## src/design/flash_gate_regs.vh

```
// Register offsets, field positions, reset values and timing counts
// for the flash access gate. Assumes a 100 MHz ref_clk.
`ifndef FLASH_GATE_REGS_VH
`define FLASH_GATE_REGS_VH

// APB byte addresses, 20-bit address space
`define ADDR_W 20
`define OFS_DS_CTRL 20'hf0090
`define OFS_SECURITY 20'hf0094
`define OFS_STATUS 20'hf0098

// Control register fields
`define DS_CTRL_RESET 8'h00
`define DS_CTRL_EN_BIT 0

// Security register fields
`define SEC_ERASE_BIT 0
`define SEC_WRITE_BIT 1
`define SEC_BOOT0_BIT 2
`define SEC_RELEASE_BIT 3

// Status register fields
`define ST_SETUP_DONE_BIT 0
`define ST_DISCARD_BIT 1
`define ST_SWITCH_WAIT_BIT 2
`define ST_DATA_BUSY_BIT 3
`define ST_CODE_BUSY_BIT 4
`define ST_DMA_READY_BIT 5

// Boot cluster 0 spans 00000h..00fffh
`define BOOT0_LIMIT 20'h01000
// Erase block is 1 KB: block index starts at address bit 10
`define BLOCK_LSB 10

// Timing: clock rate and times as printed
`define CLK_MHZ 100
`define SETUP_HS_NS 5000
`define SETUP_LS_NS 720
`define SWITCH_HS_NS 5000
`define SWITCH_LS_NS 1000
`define DMA_HOLD_CYC 3
// Least times, rounded up to whole cycles
`define NS_TO_CYC(ns) ((((ns) * `CLK_MHZ) + 999) / 1000)
`define SETUP_HS_CYC `NS_TO_CYC(`SETUP_HS_NS)
`define SETUP_LS_CYC `NS_TO_CYC(`SETUP_LS_NS)
`define SWITCH_HS_CYC `NS_TO_CYC(`SWITCH_HS_NS)
`define SWITCH_LS_CYC `NS_TO_CYC(`SWITCH_LS_NS)

`endif

```

## src/design/level_sync3.v

```verilog
// Three-stage synchroniser for a level from another clock domain.
// Assumes the level is stable for at least three ref_clk cycles.
`default_nettype none

module level_sync3 (
	input wire ref_clk, // System clock
	input wire srst, // Synchronous reset, active high
	input wire async_in, // Level from outside the domain
	output reg sync_q // Filtered level
);
	reg s1_q;
	reg s2_q;
	reg s3_q;

	always @(posedge ref_clk) begin
		if (srst) begin
			s1_q <= 1'b0;
			s2_q <= 1'b0;
			s3_q <= 1'b0;
			sync_q <= 1'b0;
		end else begin
			s1_q <= async_in;
			s2_q <= s1_q;
			s3_q <= s2_q;
			// Accept a change once two stages agree
			if (s2_q == s3_q)
				sync_q <= s3_q;
		end
	end
endmodule // level_sync3

`default_nettype wire

```

## src/design/wait_timer.v

```verilog
// Down-counting wait timer: start loads a count, done rises when it ends.
// Assumes start is a one-cycle pulse on ref_clk; abort may be held high as a level.
`default_nettype none

module wait_timer #(
	parameter W = 10
) (
	input wire ref_clk, // System clock
	input wire srst, // Synchronous reset, active high
	input wire start, // Load count and begin waiting
	input wire abort, // Stop waiting, done stays low
	input wire [W-1:0] load, // Cycles to wait
	output reg busy_q, // Wait in progress
	output reg done_q // Wait elapsed
);
	reg [W-1:0] cnt_q;

	always @(posedge ref_clk) begin
		if (srst || abort) begin
			cnt_q <= {W{1'b0}};
			busy_q <= 1'b0;
			done_q <= 1'b0;
		end else if (start) begin
			cnt_q <= load;
			busy_q <= 1'b1;
			done_q <= 1'b0;
		end else if (busy_q) begin
			if (cnt_q <= {{(W-1){1'b0}}, 1'b1}) begin
				busy_q <= 1'b0;
				done_q <= 1'b1;
			end else begin
				cnt_q <= cnt_q - {{(W-1){1'b0}}, 1'b1};
			end
		end
	end
endmodule // wait_timer

`default_nettype wire

```

## src/design/flash_access_gate.v

```verilog
// Flash access gate: security checks on erase/write commands and CPU
// access control for the data store area, with an APB register slave.
// Assumes flash busy levels come from the flash macro's own clock;
// all other request inputs are ref_clk logic.
// What this block does
// - Serial mode, erase prohibited: reject erase, still accept writes.
// - Serial mode, write prohibited: accept erase, reject code writes.
// - Boot cluster 0 prohibited: reject its erase and write, any mode.
// - Self-programming ignores erase/write prohibits; shield window limits.
// - Erase and boot-0 prohibits, once set, never clear.
// - Write prohibit clears only on release in serial mode.
// - Release only if no other prohibit and both areas blank.
// - Data store erase works on whole 1 KB blocks.
// - Data store accepts byte accesses only; CPU reads it directly.
// - Code fetch continues while the data store is rewritten.
// - No instruction fetch from the data store.
// - No data store access while code flash is rewritten.
// - Control register is frozen during a data store rewrite.
// - No stop mode during a data store rewrite.
// - Control resets to 00h; bit 0 enables data store access.
// - Access blocked for 5 us (HS) or 720 ns (LS) after enable.
// - After sub-to-main switch, first read undefined, then wait.
//
// The APB interface to the registers was chosen for this implementation.
`include "flash_gate_regs.vh"
`default_nettype none

module flash_access_gate #(
	parameter TW = 10
) (
	input wire ref_clk, // 100 MHz system clock
	input wire srst, // Synchronous reset, active high
	input wire [`ADDR_W-1:0] paddr, // APB address
	input wire psel, // APB select
	input wire penable, // APB enable
	input wire pwrite, // APB direction
	input wire [31:0] pwdata, // APB write data
	output reg [31:0] prdata, // APB read data
	output reg pready, // APB ready
	output reg pslverr, // APB error on unmapped address
	input wire serial_mode, // 1 serial programming, 0 self-programming
	input wire cmd_valid, // Erase/write command strobe
	input wire cmd_erase, // 1 block erase, 0 write
	input wire cmd_data_area, // Target is the data store area
	input wire cmd_in_window, // Target lies inside shield window
	input wire [`ADDR_W-1:0] cmd_addr, // Command target address
	output reg cmd_accept_q, // Command accepted, pulse
	output reg cmd_reject_q, // Command rejected, pulse
	output reg [`ADDR_W-`BLOCK_LSB-1:0] cmd_block_q, // Erase block index
	input wire sec_set_valid, // Security set strobe
	input wire [2:0] sec_set_bits, // Erase, write, boot-0 prohibits
	input wire sec_release_valid, // Security release strobe
	input wire blank_code, // Code area fully blank
	input wire blank_data, // Data area fully blank
	input wire code_rewrite_busy, // Code rewrite, flash clock domain
	input wire background_rewrite, // Data rewrite, flash clock domain
	input wire high_speed_main_mode, // 1 HS, 0 LS main clock mode
	input wire cpu_clk_sub_select, // CPU runs on subsystem clock
	input wire df_req, // Data store access request
	input wire df_fetch, // Request is an instruction fetch
	input wire df_byte, // Access is byte wide
	input wire dma_active, // Any DMA channel in use
	input wire dma_channel_hold, // All active channels held
	input wire prev_nop, // Previous instruction was a no-op
	output reg df_grant_q, // Access granted, pulse
	output reg df_deny_q, // Access refused, pulse
	output reg df_undef_q, // Granted read carries undefined data
	input wire code_fetch_req, // Instruction fetch from code area
	output reg code_fetch_grant_q, // Code fetch served, pulse
	input wire stop_req, // Stop mode request
	output reg stop_ack_q, // Stop allowed, pulse
	output reg stop_deny_q // Stop refused, pulse
);
	localparam integer SETUP_HS_N = `SETUP_HS_CYC;
	localparam integer SETUP_LS_N = `SETUP_LS_CYC;
	localparam integer SWITCH_HS_N = `SWITCH_HS_CYC;
	localparam integer SWITCH_LS_N = `SWITCH_LS_CYC;
	localparam integer HOLD_N = `DMA_HOLD_CYC;
	localparam [TW-1:0] SETUP_HS = SETUP_HS_N[TW-1:0];
	localparam [TW-1:0] SETUP_LS = SETUP_LS_N[TW-1:0];
	localparam [TW-1:0] SWITCH_HS = SWITCH_HS_N[TW-1:0];
	localparam [TW-1:0] SWITCH_LS = SWITCH_LS_N[TW-1:0];
	localparam [1:0] HOLD_CYC = HOLD_N[1:0];
	// Clock switch tracking
	localparam [1:0] CK_IDLE = 2'd0;
	localparam [1:0] CK_DISCARD = 2'd1;
	localparam [1:0] CK_WAIT = 2'd2;

	reg en_q;
	reg en_d;
	reg erase_p_q;
	reg write_p_q;
	reg boot0_p_q;
	reg sub_q;
	reg [1:0] ck_q;
	reg [1:0] ck_d;
	reg [1:0] hold_cnt_q;
	wire code_busy;
	wire data_busy;
	wire setup_busy;
	wire setup_done;
	wire sw_busy;
	wire sw_done;
	wire sw_start;
	wire en_rise;
	wire wr_acc;
	wire [7:0] sec_wr;
	wire wr_sec;
	wire [2:0] set_bits;
	wire rel_ok;
	reg [31:0] rd_d;
	reg map_ok;
	reg cmd_ok;
	reg df_ok;
	reg dma_ok;

	level_sync3 u_sync_code (
		.ref_clk(ref_clk),
		.srst(srst),
		.async_in(code_rewrite_busy),
		.sync_q(code_busy)
	);

	level_sync3 u_sync_data (
		.ref_clk(ref_clk),
		.srst(srst),
		.async_in(background_rewrite),
		.sync_q(data_busy)
	);

	wait_timer #(.W(TW)) u_setup (
		.ref_clk(ref_clk),
		.srst(srst),
		.start(en_rise),
		.abort(~en_d),
		.load(high_speed_main_mode ? SETUP_HS : SETUP_LS),
		.busy_q(setup_busy),
		.done_q(setup_done)
	);

	wait_timer #(.W(TW)) u_switch (
		.ref_clk(ref_clk),
		.srst(srst),
		.start(sw_start),
		.abort(1'b0),
		.load(high_speed_main_mode ? SWITCH_HS : SWITCH_LS),
		.busy_q(sw_busy),
		.done_q(sw_done)
	);

	assign wr_acc = psel & penable & pwrite & pready;
	assign en_rise = en_d & ~en_q;
	assign sec_wr = pwdata[7:0];
	// Only a real granted read consumes the discard
	assign sw_start = (ck_q == CK_DISCARD) & df_req & df_ok;
	assign wr_sec = wr_acc & (paddr == `OFS_SECURITY);
	assign set_bits = (sec_set_valid ? sec_set_bits : 3'b000) |
		(wr_sec ? sec_wr[2:0] : 3'b000);
	assign rel_ok = serial_mode & ~erase_p_q & ~boot0_p_q & blank_code &
		blank_data &
		(sec_release_valid | (wr_sec & sec_wr[`SEC_RELEASE_BIT]));

	// Register write path
	always @* begin
		en_d = en_q;
		if (wr_acc && paddr == `OFS_DS_CTRL && !data_busy)
			en_d = pwdata[`DS_CTRL_EN_BIT];
	end

	// Read mux and decode
	always @* begin
		rd_d = 32'h0000_0000;
		map_ok = 1'b1;
		case (paddr)
		`OFS_DS_CTRL: begin
			rd_d[`DS_CTRL_EN_BIT] = en_q;
		end
		`OFS_SECURITY: begin
			rd_d[`SEC_ERASE_BIT] = erase_p_q;
			rd_d[`SEC_WRITE_BIT] = write_p_q;
			rd_d[`SEC_BOOT0_BIT] = boot0_p_q;
		end
		`OFS_STATUS: begin
			rd_d[`ST_SETUP_DONE_BIT] = setup_done;
			rd_d[`ST_DISCARD_BIT] = (ck_q == CK_DISCARD);
			rd_d[`ST_SWITCH_WAIT_BIT] = sw_busy;
			rd_d[`ST_DATA_BUSY_BIT] = data_busy;
			rd_d[`ST_CODE_BUSY_BIT] = code_busy;
			rd_d[`ST_DMA_READY_BIT] = dma_ok;
		end
		default: begin
			map_ok = 1'b0;
		end
		endcase
	end

	// Command security decision
	always @* begin
		cmd_ok = 1'b1;
		if (!cmd_data_area && cmd_addr < `BOOT0_LIMIT && boot0_p_q)
			cmd_ok = 1'b0;
		if (serial_mode) begin
			if (cmd_erase && erase_p_q)
				cmd_ok = 1'b0;
			if (!cmd_erase && write_p_q && !cmd_data_area)
				cmd_ok = 1'b0;
		end else begin
			if (!cmd_data_area && !cmd_in_window)
				cmd_ok = 1'b0;
		end
	end

	// Data store access decision
	always @* begin
		dma_ok = !dma_active || hold_cnt_q >= HOLD_CYC || prev_nop;
		df_ok = en_q & setup_done & dma_ok;
		if (!df_byte)
			df_ok = 1'b0;
		if (df_fetch)
			df_ok = 1'b0;
		if (code_busy)
			df_ok = 1'b0;
		if (ck_q == CK_WAIT)
			df_ok = 1'b0;
	end

	// Clock switch sequence
	always @* begin
		case (ck_q)
		CK_IDLE: begin
			ck_d = (sub_q && !cpu_clk_sub_select) ? CK_DISCARD : CK_IDLE;
		end
		CK_DISCARD: begin
			ck_d = sw_start ? CK_WAIT : CK_DISCARD;
		end
		CK_WAIT: begin
			ck_d = sw_done ? CK_IDLE : CK_WAIT;
		end
		default: begin
			ck_d = CK_IDLE;
		end
		endcase
	end

	always @(posedge ref_clk) begin
		if (srst) begin
			en_q <= 1'b0;
			erase_p_q <= 1'b0;
			write_p_q <= 1'b0;
			boot0_p_q <= 1'b0;
			sub_q <= 1'b0;
			ck_q <= CK_IDLE;
			hold_cnt_q <= 2'd0;
			prdata <= 32'h0000_0000;
			pready <= 1'b0;
			pslverr <= 1'b0;
			cmd_accept_q <= 1'b0;
			cmd_reject_q <= 1'b0;
			cmd_block_q <= {(`ADDR_W-`BLOCK_LSB){1'b0}};
			df_grant_q <= 1'b0;
			df_deny_q <= 1'b0;
			df_undef_q <= 1'b0;
			code_fetch_grant_q <= 1'b0;
			stop_ack_q <= 1'b0;
			stop_deny_q <= 1'b0;
		end else begin
			en_q <= en_d;
			sub_q <= cpu_clk_sub_select;
			ck_q <= ck_d;
			// Answer in the first access cycle
			pready <= psel & ~penable;
			if (psel && !penable) begin
				prdata <= pwrite ? 32'h0000_0000 : rd_d;
				pslverr <= ~map_ok;
			end
			if (!dma_active || !dma_channel_hold)
				hold_cnt_q <= 2'd0;
			else if (hold_cnt_q < HOLD_CYC)
				hold_cnt_q <= hold_cnt_q + 2'd1;
			erase_p_q <= erase_p_q | set_bits[`SEC_ERASE_BIT];
			write_p_q <= (write_p_q & ~rel_ok) | set_bits[`SEC_WRITE_BIT];
			boot0_p_q <= boot0_p_q | set_bits[`SEC_BOOT0_BIT];
			cmd_accept_q <= cmd_valid & cmd_ok;
			cmd_reject_q <= cmd_valid & ~cmd_ok;
			if (cmd_valid)
				cmd_block_q <= cmd_addr[`ADDR_W-1:`BLOCK_LSB];
			df_grant_q <= df_req & df_ok;
			df_deny_q <= df_req & ~df_ok;
			df_undef_q <= df_req & sw_start;
			code_fetch_grant_q <= code_fetch_req & ~code_busy;
			stop_ack_q <= stop_req & ~data_busy & ~setup_busy;
			stop_deny_q <= stop_req & (data_busy | setup_busy);
		end
	end
endmodule // flash_access_gate

`default_nettype wire

```

## config.mk

```make
export PLATFORM = sky130hd
export DESIGN_NAME = flash_access_gate
export DESIGN_NICKNAME = d
export VERILOG_FILES = /design/src/design/level_sync3.v /design/src/design/wait_timer.v /design/src/design/flash_access_gate.v
export VERILOG_INCLUDE_DIRS = /design/src /design/src/design
export SDC_FILE = /design/constraint.sdc
export NUM_CORES = 1
export LEC_CHECK = 0
export BUFFER_PORTS_ARGS = -buffer_cell sky130_fd_sc_hd__buf_2
export CORE_MARGIN = 3
export CORE_UTILIZATION = 41
export DETAILED_ROUTE_END_ITERATION = 10
export MAX_ROUTING_LAYER = met4
export PLACE_DENSITY_LB_ADDON = 0.1
export SETUP_SLACK_MARGIN = 0.05
export SYNTH_ARGS = -nofsm -noshare
export SYNTH_HDL_FRONTEND = slang
export SYNTH_SLANG_ARGS = --single-unit
```

## constraint.sdc

```tcl
create_clock -name ref_clk -period 2.25 [get_ports ref_clk]
set_clock_uncertainty 0.1 [all_clocks]
set_input_delay 0 -clock ref_clk [delete_from_list [all_inputs] [get_ports ref_clk]]
set_output_delay 0 -clock ref_clk [all_outputs]
set_load 0.01 [all_outputs]
```

==> qor.txt <==
status - finished, violations left
failing checks - negative hold slack
gr usage total - 0.1831
Initial Utilization - 0.4262
MaxCap Viol Count - 0
io pins - 153
first-pass GRT wire length - 12,230 um
Final Setup Violations - 0
Filler cells - 666
share of the synthesized area in the top cell type - 0.4316
Synth top cells by count - 67 x dfxtp_1, 41 x nor2_1, 26 x buf_4
YS warnings - 0
DRT iter0 DRCs - 87
crit path kind - primary input to flop
Tightest Hold Check Type - primary input to flop
EDFF count, synth - 0
area grow syn2layout - 34.70%
die outline area - 8661 sq um
Sink Count - 67
IO Port Bufs - 88
Ant. Diodes - 0
Place WS - 0.1675 ns
crit path to - boot0_p_q
Power Dens Cells - 584.8 nW/um^2
layout cells sized above 1 - 0.2520
Mapped Cells - 355
sequential cell area fraction in the yosys report - 0.4316
top post-synthesis cells by area - dfxtp_1 43%, buf_4 6.3%, nor2_1 5.0%
ANT nets after route - 0
vias - 2,915
Detailed Place HPWL - 5563 um
Layout Nets - 594
Lkg Pwr - 1.853 nW
critical path endpoint category - flop
critical path startpoint - pwrite
post-layout min period - 2.108 ns
CORE AREA - 7292 sq um
Slew @ Worst Pin - 0.6850 ns
simple logic cell fraction of the synthesized area - 0.2597
r2r setup slk - 0.14 ns
Synth Flop Type - dfxtp_1
CP arrival - 2.22 ns
Relative slew margins - 0.5371
Worst EP required - 2.36 ns
Detailed Route WL - 7875 um
Crit Reg-Reg Endpoint - boot0_p_q
setup TNS - 0 ns
row count - 31
syn avg cell area - 8.755 sq um
Seq cells post-synth - 67
initial antenna violation count - 0
CP Max Fanout - 5
VDD IR-drop max - 0.4782 mV
Max H-tree Level - 3
number of global-route vias before repair - 2,678
cell area after synthesis - 3108 sq um
post-synthesis adder-cell area fraction - 0.02013
final setup margin - 0.1419 ns
Slew Limit Fails - 0
FMAX - 0.4744 GHz
Overflow after GRT - 0
Root Driver - clkbuf_8
area fraction in compound gates after synthesis - 0.1176
WL/cell - 13.32 um
Max clock buf depth - 2
pin count of the biggest net entering global routing - 36
largest family of logic cells by synthesized area - simple AND/OR/NAND/NOR gates
launch point of the worst reg-to-reg path - pready
Die H - 93.07 um
mux cell area share after synthesis - 0.04871
DR DRC count - 0
GPL Wtd Cong - 0.9392
die width - 93.07 um
Post-Route Utilization - 0.5741
ratio of final minimum period to clock period - 0.9369
clk_lat worst skew - 0.34 ns
most common cell in the synthesized netlist - dfxtp_1
vias per std cell - 4.932
cell taking the most area after synthesis - dfxtp_1
clock-pin slew on the worst setup and hold paths - 0.08 ns
crit start category - primary input
TritonRoute pass-1 iters - 5
RSZ-0062 raised after global routing - no
WHS - -0.04904 ns
total CTS buffers - 9
R2R depth - 6
CTS tree - built
final hold vios - 2
Hold Crit Start - cmd_data_area
Synth cell types - 54
ys async rst share - 0
Synth Area in XOR/XNOR - 0.02536
-- per-layer routing --
layer  global-route usage  part of all wire  vias to the layer above
met2               0.3113              0.49                      100
li1                     -                 -                     1467
met5                    -                 0                        -
met1               0.2076              0.43                     1334
met4              0.06471             0.020                        0
met3              0.04988             0.060                       14
-- flip-flops by register name, indices dropped and copies added, names as in the netlist, 2 cells and up --
signal,cells
u_setup.cnt_q,10
prdata,6
hold_cnt_q,2
u_switch.cnt_q,10
cmd_block_q,10
ck_q,2
-- placed cells by master, fill, tap and decap left out, types with 6 or more instances in the layout --
| master | instances |
|---|---|
| nor4_1 | 7 |
| dfxtp_1 | 66 |
| a21oi_1 | 23 |
| inv_1 | 13 |
| clkbuf_8 | 9 |
| o21ai_0 | 8 |
| dlygate4sd3_1 | 38 |
| xor2_1 | 6 |
| buf_4 | 9 |
| nand3_1 | 10 |
| nand2_1 | 25 |
| nor3_1 | 10 |
| nor2b_1 | 12 |
| mux2i_1 | 14 |
| nor2_1 | 41 |
| buf_2 | 88 |
| conb_1 | 26 |
-- worst min path at each step --
stage | endpoint | slack, ns | depth (start not counted)
after floorplan | u_sync_code.s1_q | 0.03 | 1
final | cmd_reject_q | -0.05 | 3
after detailed placement | u_sync_data.s1_q | 0.11 | 2
after CTS | df_deny_q | 0.006 | 4
after global routing | cmd_reject_q | 0.008 | 3
after global placement | u_sync_data.s1_q | 0.12 | 2
-- layout make-up --
type                            instances  area, sq um  share of cell area
Timing Repair Buffer                  135        888.4              0.2122
Inverter                               13        48.80             0.01166
Clock buffer                            9        123.9             0.02959
Sequential cell                        67         1343              0.3207
Clock inverter                          6        67.56             0.01614
Tap cell                               99        123.9             0.02959
Multi-Input combinational cell        262         1592              0.3802
-- power by group --
part           switching (mW)  total (mW)  leakage (nW)  internal (mW)
clock network           0.467       0.973        0.0913          0.507
registers              0.0150        1.23         0.546           1.21
logic                   0.117       0.246          1.22          0.129
-- what timing repair did --
| item | in CTS | in global routing |
|---|---|---|
| endpoints found under the hold margin | 37 | 0 |
| hold buffers | 39 | 0 |
| buffers inserted | 0 | 0 |
| resized for setup | 0 | 7 |
| endpoints found under the setup margin | 0 | 15 |
-- cell families after synthesis --
kind of cell             after synthesis
other                                  1
AO/OA/AOI/OAI                         57
multiplexers                          15
XOR/XNOR                               9
buffers and inverters                 51
flip-flops                            67
adder cells (fa/ha/maj)                5
AND/OR/NAND/NOR                      150
-- per-stage QoR --
step	instance area [sq um]	power (mW)	instances
6_report	4187	2.448	591
4_1_cts	4167	2.475	592
3_5_place_dp	3585	1.447	538
3_3_place_gp	3585	1.443	538
5_1_grt	4187	2.558	591
2_1_floorplan	3202	1.386	380
-- worst max-delay path, stage by stage --
cell,delay [ns]
dlygate4sd3_1,0.53
buf_2,0.13
and4_1,0.18
and4b_1,0.26
and3_2,0.27
a221oi_2,0.23
dlygate4sd3_1,0.58
nor2_1,0.04
Power figures use the tool's default switching activity.
